==> src/design/ifpa_pkg.sv <==
// package with constants and types for the flag and priority arbiter
package ifpa_pkg;
   localparam int NUM_PINS      = 6;
   localparam int NUM_PERIPH    = 4;
   localparam int NUM_SRC       = NUM_PINS + NUM_PERIPH;
   localparam int SRC_W         = 4;
   localparam int LVL_W         = 4;
   localparam int REG_W         = 16;
   localparam int ADDR_W        = 4;
   // pin bit positions in the flag and sense registers
   localparam int PIN_BIT [NUM_PINS] = '{7, 6, 5, 4, 1, 0};
   // host register map (word index)
   localparam logic [ADDR_W-1:0] ADDR_FLAGS  = 4'h0;
   localparam logic [ADDR_W-1:0] ADDR_SENSE  = 4'h1;
   localparam logic [ADDR_W-1:0] ADDR_LVL_LO = 4'h2;
   localparam logic [ADDR_W-1:0] ADDR_LVL_MI = 4'h3;
   localparam logic [ADDR_W-1:0] ADDR_LVL_HI = 4'h4;
   localparam logic [ADDR_W-1:0] ADDR_MASK   = 4'h5;
   localparam logic [ADDR_W-1:0] ADDR_STAT   = 4'h6;
   localparam logic [REG_W-1:0]  FLAG_RESET  = 16'h0000;
   localparam logic [REG_W-1:0]  PIN_MASK    = 16'h00F3;
   localparam logic [LVL_W-1:0]  MASK_RESET  = 4'hF;
   // response budget in states, memory terms added on top
   localparam int EXC_BASE_STATES = 5;
   localparam int TOTAL_PERIPH    = 7;
   localparam int TOTAL_PIN       = 9;
   localparam int ID_PERIPH       = TOTAL_PERIPH - EXC_BASE_STATES;
   localparam int ID_PIN          = TOTAL_PIN - EXC_BASE_STATES;
   localparam int MEM_STATES      = 1;
   localparam int CNT_W           = 4;
   typedef enum logic [2:0] {
      IFPA_IDLE  = 3'b000,
      IFPA_IDENT = 3'b001,
      IFPA_SAVE  = 3'b011,
      IFPA_VECT  = 3'b010,
      IFPA_FETCH = 3'b110
   } ifpa_cpu_state_t;
endpackage

==> src/design/ifpa_if.sv <==
// interface between the arbiter and the cpu core
`timescale 1ns/1ps
interface ifpa_if;
   logic                          irq_req;
   logic [ifpa_pkg::LVL_W-1:0]    irq_level;
   logic [ifpa_pkg::SRC_W-1:0]    irq_src;
   logic                          irq_is_pin;
   logic [ifpa_pkg::LVL_W-1:0]    cpu_mask_level;
   logic                          irq_ack;
   logic [ifpa_pkg::SRC_W-1:0]    ack_src;
   modport arb (
      output irq_req, irq_level, irq_src, irq_is_pin,
      input  cpu_mask_level, irq_ack, ack_src
   );
   modport cpu (
      input  irq_req, irq_level, irq_src, irq_is_pin,
      output cpu_mask_level, irq_ack, ack_src
   );
endinterface

==> src/design/ifpa_arbiter.sv <==
// interrupt controller end: pin flags, priority pick and mask compare
//
// Overview of operation
// level mode: high input shows flag 0
// level mode: low input shows flag 1
// edge mode: falling edge sets flag
// edge flag cleared by 0 after read 1
// edge flag cleared when exception is taken
// edge request held until accepted
// power-on reset drops pending edge requests
// highest programmed level wins
// ties broken by fixed default order
// level not above cpu mask ignored
// level above mask raises cpu request
// cpu samples request at next decode
// cpu pushes status word and pc
// cpu loads accepted level into mask
// cpu jumps via vector, no delay slot
// exception to handler fetch: 5 plus memory
// cpu may finish current sequence first
// total 7 peripheral, 9 pin, plus memory
// memory terms: status, pc, vector
// four-bit levels, zero lowest, fifteen highest
// sense bit: 0 low level, 1 falling edge
// pin inputs synchronised before detection
// new edge beats simultaneous clear
`timescale 1ns/1ps
module ifpa_arbiter #(
   parameter int NP = ifpa_pkg::NUM_PINS,
   parameter int NS = ifpa_pkg::NUM_SRC
) (
   // clock and reset
   input  wire logic                        clk_i,
   input  wire logic                        reset_i,
   // request inputs, pins active low
   input  wire logic [NP-1:0]               pin_n_i,
   input  wire logic [NS-NP-1:0]            periph_req_i,
   // register port
   input  wire logic [ifpa_pkg::ADDR_W-1:0] addr_i,
   input  wire logic [ifpa_pkg::REG_W-1:0]  wdata_i,
   input  wire logic                        wr_i,
   input  wire logic                        rd_i,
   output logic      [ifpa_pkg::REG_W-1:0]  rdata_o,
   // cpu side
   ifpa_if.arb                              cpu
);
   typedef struct packed {
      logic [NP-1:0]                  sync1;
      logic [NP-1:0]                  sync2;
      logic [NP-1:0]                  prev;
      logic [NP-1:0]                  edge_flag;
      logic [NP-1:0]                  read_one;
      logic [NP-1:0]                  sense;
      logic [NS*ifpa_pkg::LVL_W-1:0]  levels;
      logic                           req;
      logic [ifpa_pkg::LVL_W-1:0]     lvl;
      logic [ifpa_pkg::SRC_W-1:0]     src;
      logic                           is_pin;
      logic [ifpa_pkg::REG_W-1:0]     rdata;
   } ifpa_arb_state_t;

   ifpa_arb_state_t st;
   ifpa_arb_state_t next_st;

   // spread pin bits onto their places in a register word
   function automatic logic [ifpa_pkg::REG_W-1:0] to_reg(
      input logic [NP-1:0] v);
      logic [ifpa_pkg::REG_W-1:0] r;
      r = '0;
      for (int i = 0; i < NP; i++) begin
         r[ifpa_pkg::PIN_BIT[i]] = v[i];
      end
      return r;
   endfunction

   // gather pin bits from their places in a register word
   function automatic logic [NP-1:0] from_reg(
      input logic [ifpa_pkg::REG_W-1:0] r);
      logic [NP-1:0] v;
      v = '0;
      for (int i = 0; i < NP; i++) begin
         v[i] = r[ifpa_pkg::PIN_BIT[i]];
      end
      return v;
   endfunction

   // priority field of one source out of the packed level bank
   function automatic logic [ifpa_pkg::LVL_W-1:0] lvl_of(
      input logic [NS*ifpa_pkg::LVL_W-1:0] bank,
      input int                            s);
      return bank[s*ifpa_pkg::LVL_W +: ifpa_pkg::LVL_W];
   endfunction

   // status word: pin kind, request, a fixed one marker and the level
   function automatic logic [ifpa_pkg::REG_W-1:0] status_word(
      input logic                       is_pin,
      input logic                       req,
      input logic [ifpa_pkg::LVL_W-1:0] lvl);
      return {7'h00, is_pin, req, 2'h0, 1'b1, lvl};
   endfunction

   logic [NP-1:0]                 flags;
   logic [NS-1:0]                 active;
   logic [NP-1:0]                 fall;
   logic [NP-1:0]                 wr_clr;
   logic [NP-1:0]                 ack_clr;
   logic [ifpa_pkg::LVL_W-1:0]    best_lvl;
   logic [ifpa_pkg::SRC_W-1:0]    best_src;
   logic                          any;
   logic                          rd_flags;
   logic                          wr_flags;

   always_comb begin
      next_st  = st;
      fall     = st.prev & ~st.sync2;
      wr_clr   = '0;
      ack_clr  = '0;
      rd_flags = rd_i && addr_i == ifpa_pkg::ADDR_FLAGS;
      wr_flags = wr_i && addr_i == ifpa_pkg::ADDR_FLAGS;
      // level mode shows the synchronised pin, edge mode the latch
      for (int i = 0; i < NP; i++) begin
         flags[i] = st.sense[i] ? st.edge_flag[i]
                                : ~st.sync2[i];          // see R1
         if (cpu.irq_ack && cpu.ack_src == ifpa_pkg::SRC_W'(i)) begin
            ack_clr[i] = 1'b1;
         end
      end
      if (wr_flags) begin
         wr_clr = ~from_reg(wdata_i) & st.read_one;
      end
      // sync chain, first stage read only by the second
      next_st.sync1 = pin_n_i;
      next_st.sync2 = st.sync1;
      next_st.prev  = st.sync2;
      // set wins over clear; held until acknowledged
      next_st.edge_flag = (st.edge_flag & ~wr_clr & ~ack_clr)
                        | (fall & st.sense);           // see R6
      // only flags that software has seen set may be cleared by a 0
      if (rd_flags) begin
         next_st.read_one = st.read_one | flags;
      end
      next_st.read_one = next_st.read_one & ~wr_clr;
      if (wr_i) begin
         unique case (addr_i)
            ifpa_pkg::ADDR_SENSE:
               next_st.sense = from_reg(wdata_i);
            ifpa_pkg::ADDR_LVL_LO:
               next_st.levels[15:0] = wdata_i;
            ifpa_pkg::ADDR_LVL_MI:
               next_st.levels[31:16] = wdata_i;
            ifpa_pkg::ADDR_LVL_HI:
               next_st.levels[NS*ifpa_pkg::LVL_W-1:32] = wdata_i[7:0];
            default: ;
         endcase
      end
      // arbitration over pin flags then peripheral lines
      active   = {periph_req_i, flags};
      any      = 1'b0;
      best_lvl = '0;
      best_src = '0;
      for (int s = 0; s < NS; s++) begin
         // lower index is higher default priority: strict greater only
         if (active[s] &&                                 // see R8
             (!any || lvl_of(st.levels, s) > best_lvl)) begin
            any      = 1'b1;
            best_lvl = lvl_of(st.levels, s);
            best_src = ifpa_pkg::SRC_W'(s);
         end
      end
      // dropped the cycle after the ack so one request is never taken twice
      next_st.req    = any && best_lvl > cpu.cpu_mask_level
                       && !cpu.irq_ack;                // see R10
      next_st.lvl    = best_lvl;
      next_st.src    = best_src;
      next_st.is_pin = best_src < ifpa_pkg::SRC_W'(NP);
      // read data stands only in the cycle after the strobe
      next_st.rdata  = '0;
      if (rd_i) begin
         unique case (addr_i)
            ifpa_pkg::ADDR_FLAGS:  next_st.rdata = to_reg(flags);
            ifpa_pkg::ADDR_SENSE:  next_st.rdata = to_reg(st.sense);
            ifpa_pkg::ADDR_LVL_LO: next_st.rdata = st.levels[15:0];
            ifpa_pkg::ADDR_LVL_MI: next_st.rdata = st.levels[31:16];
            ifpa_pkg::ADDR_LVL_HI:
               next_st.rdata = {8'h00, st.levels[NS*ifpa_pkg::LVL_W-1:32]};
            ifpa_pkg::ADDR_STAT:
               next_st.rdata = status_word(st.is_pin, st.req, st.lvl);
            default:               next_st.rdata = '0;
         endcase
      end
   end

   always_ff @(posedge clk_i or posedge reset_i) begin
      if (reset_i) begin
         st <= '0;
         // sync chain resets to the idle pin level: no false edge
         st.sync1 <= '1;
         st.sync2 <= '1;
         st.prev  <= '1;
      end else begin
         st <= next_st;
      end
   end

   assign rdata_o        = st.rdata;
   assign cpu.irq_req    = st.req;
   assign cpu.irq_level  = st.lvl;
   assign cpu.irq_src    = st.src;
   assign cpu.irq_is_pin = st.is_pin;
endmodule

==> src/flat_wrapper.sv <==
// flat-port wrapper written by rule: the top's interface ports become plain ports
module ifpa_arbiter_flat 
#(
   parameter int NP = ifpa_pkg::NUM_PINS,
   parameter int NS = ifpa_pkg::NUM_SRC
)
  (clk_i, reset_i, pin_n_i, periph_req_i, addr_i, wdata_i, wr_i, rd_i, rdata_o, cpu_irq_req, cpu_irq_level, cpu_irq_src, cpu_irq_is_pin, cpu_cpu_mask_level, cpu_irq_ack, cpu_ack_src);
  ifpa_if cpu_i ();
  input  wire logic clk_i;
  input  wire logic reset_i;
  input  wire logic [NP-1:0] pin_n_i;
  input  wire logic [NS-NP-1:0] periph_req_i;
  input  wire logic [ifpa_pkg::ADDR_W-1:0] addr_i;
  input  wire logic [ifpa_pkg::REG_W-1:0] wdata_i;
  input  wire logic wr_i;
  input  wire logic rd_i;
  output logic      [ifpa_pkg::REG_W-1:0] rdata_o;
  output wire logic [$bits(cpu_i.irq_req)-1:0] cpu_irq_req;
  output wire logic [$bits(cpu_i.irq_level)-1:0] cpu_irq_level;
  output wire logic [$bits(cpu_i.irq_src)-1:0] cpu_irq_src;
  output wire logic [$bits(cpu_i.irq_is_pin)-1:0] cpu_irq_is_pin;
  input wire logic [$bits(cpu_i.cpu_mask_level)-1:0] cpu_cpu_mask_level;
  input wire logic [$bits(cpu_i.irq_ack)-1:0] cpu_irq_ack;
  input wire logic [$bits(cpu_i.ack_src)-1:0] cpu_ack_src;
  assign cpu_irq_req = cpu_i.irq_req;
  assign cpu_irq_level = cpu_i.irq_level;
  assign cpu_irq_src = cpu_i.irq_src;
  assign cpu_irq_is_pin = cpu_i.irq_is_pin;
  assign cpu_i.cpu_mask_level = cpu_cpu_mask_level;
  assign cpu_i.irq_ack = cpu_irq_ack;
  assign cpu_i.ack_src = cpu_ack_src;
  ifpa_arbiter #(.NP(NP), .NS(NS)) u_core (.clk_i(clk_i), .reset_i(reset_i), .pin_n_i(pin_n_i), .periph_req_i(periph_req_i), .addr_i(addr_i), .wdata_i(wdata_i), .wr_i(wr_i), .rd_i(rd_i), .rdata_o(rdata_o), .cpu(cpu_i));
endmodule
==> config.mk <==
export PLATFORM = sky130hd
export DESIGN_NAME = ifpa_arbiter_flat
export DESIGN_NICKNAME = d
export VERILOG_FILES = /design/src/design/ifpa_pkg.sv /design/src/design/ifpa_if.sv /design/src/design/ifpa_arbiter.sv /design/src/flat_wrapper.sv
export SDC_FILE = /design/constraint.sdc
export NUM_CORES = 1
export LEC_CHECK = 0
export BUFFER_PORTS_ARGS = -buffer_cell sky130_fd_sc_hd__buf_2
export CAP_MARGIN = 20
export CORE_AREA = 2 2 152 80
export DETAILED_ROUTE_END_ITERATION = 12
export DIE_AREA = 0 0 154 82
export PLACE_DENSITY = 0.86
export REMOVE_ABC_BUFFERS = 1
export SKIP_CTS_REPAIR_TIMING = 1
export SYNTH_ARGS = -nofsm -noshare
export SYNTH_HDL_FRONTEND = slang
export SYNTH_SLANG_ARGS = --single-unit
==> constraint.sdc <==
create_clock -name clk_i -period 16.7 [get_ports clk_i]
set_input_delay 1.67 -clock clk_i [delete_from_list [all_inputs] [get_ports clk_i]]
set_output_delay 1.67 -clock clk_i [all_outputs]
set_load 0.1 [all_outputs]
### Word-level counts from Yosys, hierarchy flattened

Cells that the tools add are included.

* logic and storage cells: 142
* register bits: 102
* output and inout port bits: 26

* mux-type cells: 45
* reduce and logical (&&, ||, !) cells: 44
* order comparisons: 11
* bitwise gates (word level): 18
* equality and inequality tests: 10

Operators by type and width (count)
* 16-bit case mux with 6 select lines: 1
* 4-bit two-way mux: 12
* 4-bit > comparator: 10
* 6-bit bitwise AND: 6
* 6-bit inverter: 4
* 1-bit two-way mux: 23
* 1-bit logical AND: 19
* 4-bit by 2-bit == test with 1-bit output (second input constant): 4
* 4-bit by 3-bit == test with 1-bit output (second input constant): 4
* 16-bit two-way mux: 1
* 3-bit two-way mux: 4
* 6-bit two-way mux: 2
* 6-bit OR: 2
* 1-bit zero test: 10
* 1-bit logical OR: 9
* 4-bit by 1-bit == test with 1-bit output (second input constant): 2
* 4-bit zero test: 2
* 2-bit AND reduction: 4
* 1-bit inverter: 6
* 4-bit by 3-bit < comparator with 1-bit output (second input constant): 1
* 2-bit two-way mux: 2

### Depth between registers and ports, before layout

* word-level depth: 42
* mapped depth: 81

### Worst setup path before layout

No wires, ideal clock.

* kind: register -> register
* from: register u_core.st, in the netlist u_core.next_st[84]
* to: register u_core.st, in the netlist u_core.cpu.irq_req
* arrival time: 13827 ps
* path buffers: 3
* stages on the path, launching flop included: 75
* library setup time: 125 ps
* required time: 16575 ps
* slack: 2748 ps
* cell sequence: dfstp_2 > nand2b_4 > and2_4 > buf_6 > nand2_1 > ha_1 > nor2b_1 > o41ai_1 > o22ai_1 > a32o_1 > ha_1 > nand2_1 > o22ai_1 > o32a_1 > buf_2 > mux2_2 > ha_1 > a41oi_1 > (+39 left out) > o21ai_0 > o21a_1 > o31ai_4 > mux2i_1 > ha_1 > nor2b_1 > o21ai_0 > nand2b_1 > a21oi_1 > a41oi_1 > o21ai_1 > mux2i_1 > ha_1 > nor2b_1 > o21ai_0 > nand2b_1 > a21oi_1 > nor3_1

RTL lines
* start: declaration: line ifpa_arbiter.sv:62 `ifpa_arb_state_t st;`
* start signal: assignment: line ifpa_arbiter.sv:201 `st <= next_st;`

==> qor.csv <==
stage,metric,value,unit
outcome,status,completed,
global_route,antenna_found_initial,1,
global_route,grt_pass1_wl,26.3,mm
place,dp_slack,0.641,ns
critical_path,setup.worst_path.start_class,register,
floorplan,core,11400,um2
final_layout,fin_nets,714,
critical_path,crit_start,u_core.st[66],
place,place_inst,773,
critical_path,cp.arrival,15.72,ns
clocking,clk_path_buf_depth,2,
synth,yosysMostFrequentCell,dfrtp_1,
critical_path,slowest_delay,0.43,ns
timing,slew_viol_final,0,
global_route,first_global_vias,4768,
floorplan,die_w,154,um
clocking,root_buffer,clkbuf_16,
route,drc,0,
synth,synth_flop_cell,dfrtp_1,
synth,synth-edff-count,0,
route,viasPerCell,6.26,
timing,finalHoldViolations,0,
route,ant_nets,0,
flow_run,drv_cap,0,
timing,rsz0062_at_grt,false,
synth,async_reset_ff_share,100,%
floorplan,fp.dieH,82,um
final_layout,multi_input_area,3170,um2
critical_path,path_class,register to register,
floorplan,dieArea,12600,um2
clocking,clock_sinks,102,
timing,tightest_slew,0.886,ns
route,firstDrtPassIters,8,
synth,yosysWarnings,0,
global_route,grt_max_degree,61,
critical_path,critPathMaxFanout,10,
global_route,gr-total-overflow,0,
timing,skew,0.00915,ns
timing,setup_viol,0,
floorplan,row_count,28,
timing,fin_ws,1.21,ns
clocking,cts_buffers,9,
synth,synthTopCellsByArea,"dfrtp_1 35%, mux2_2 10%, dfstp_2 7.8%, ha_1 7.6%, nand2_1 3.1%",
timing,fmax,0.0646,GHz
final_layout,final_cells,789,
place,place.gp.congestion,0.947,
timing,tns,0,ns
final_layout,drive_gt1_share,29.6,%
critical_path,end_kind,register,
global_route,track_usage,28.2,%
route,dr.first_iter.drc_count,652,
timing,relSlewSlack,40.8,%
synth,yosysSeqAreaShare,42.3,%
clocking,h-tree-depth,3,
synth,yosysUniqueCellTypes,71,
clocking,cts_tree,built,
floorplan,ios,69,
place,dp_hpwl,12.9,mm
timing,post-route-min-period,15.49,ns
synth,synth_cells,592,
worst_hold_path,hp-start,u_core.next_st[92],
synth,avgSynthCellArea,10.3,um2
route,drt-total-wl,16.9,mm
critical_path,reg2reg_from,u_core.st[66],
final_layout,fillCellCount,953,
critical_path,crit_top_cell,ha_1,
place,io_buffers,68,
synth,synthesis.area,6080,um2
route,vias,4937,
clocking,clk_pin_slew,0.07,ns
synth,synth_area_leader_cell,dfrtp_1,
critical_path,critical-path-slowest-cell,dfrtp_1,
floorplan,start_util,53.4,%
route,post_drt_wl_per_cell,21.4,um
clocking,clk-insertion-delay-late,0.35,ns
synth,ys_ff_latch,102,
critical_path,worstPathRequired,16.93,ns
synth,synth_top_area_share,34.5,%
final_layout,seqCellArea,2570,um2
final_layout,insertedDiodeCount,0,
final_layout,syn_to_final_growth,9.93,%
worst_hold_path,min_path_type,register to register,
timing,fin_crit_sh,92.7,%
synth,yosys-top-cells-count,"84 x dfrtp_1, 54 x mux2_2, 50 x nand2_1",
==> area by class of cell <==
cell class | instances | area share (%)
Clock inverter | 5 | 0.542
Timing Repair Buffer | 70 | 5.31
Inverter | 35 | 2.00
Tap cell | 150 | 2.81
Sequential cell | 102 | 38.5
Multi-Input combinational cell | 416 | 47.4
Clock buffer | 11 | 3.48
==> cell usage in the layout, fill, tap and decap left out, types with 9 or more instances in the layout <==
master     count
a21oi_1       27
nand2_1       50
dfrtp_1       84
mux2_2        54
nor2_1        44
o21ai_0       34
ha_1          37
dfstp_2       18
inv_1         34
nand3_1       13
clkbuf_16      9
buf_2         68
==> layer usage <==
metal  share of wire [%]  global-route usage [%]  vias up  wire, um
li1                    -                       -     2214         -
met1                  45                    41.0     2393      7640
met2                  39                    38.8      296      6570
met3                  14                    10.1       32      2310
met4                 1.7                    8.04        2       295
met5                0.42                    4.37        -        71
==> critical path, delay by kind of cell (launching register included) <==
| kind | cells | cell delay (ns) |
|---|---|---|
| multiplexers | 6 | 2.00 |
| adder cells (fa/ha/maj) | 10 | 2.78 |
| AND/OR/NAND/NOR | 16 | 2.13 |
| flip-flops | 1 | 0.43 |
| buffers and inverters | 4 | 0.28 |
| AO/OA/AOI/OAI | 37 | 7.72 |
==> metrics by stage <==
stage	utilization, %	hold slack, ns	area [um2]
final	58.7	0.356	6690
after global routing	58.7	0.361	6690
after CTS	58.5	0.357	6660
after detailed placement	56.1	0.347	6390
after global placement	56.1	0.346	6390
after floorplan	-	0.345	5840
==> kinds of logic after synthesis <==
family          share of synthesized area, %
simple gates                            13.6
fa+ha+maj                               7.61
mux                                     12.6
flops                                   42.3
buf+inv                                 6.19
compound gates                          17.7
==> final timing paths <==
| check | endpoint | slack, ns | depth (start not counted) |
|---|---|---|---|
| worst max-delay path | u_core.cpu.irq_req | 1.21 | 73 |
| worst min-delay path | u_core.next_st[86] | 0.36 | 0 |
| worst max register to register | u_core.cpu.irq_req | 1.21 | 73 |
| worst min register to register | u_core.next_st[86] | 0.36 | 0 |
| max in group asynchronous | u_core.st[29] | 14.17 | 3 |
| min in group asynchronous | u_core.st[30] | 1.36 | 2 |
==> registers in the layout, summed over array words and instances (netlist names) <==
signal and flops:
u_core.rdata_o 16, u_core.st 64, u_core.cpu.irq_level 4, u_core.cpu.irq_req 1, u_core.next_st 12, u_core.cpu.irq_is_pin 1
u_core.cpu.irq_src 4
Power is not shown: default switching activity piles up to over one toggle a cycle in this logic, so the estimate is an artifact.
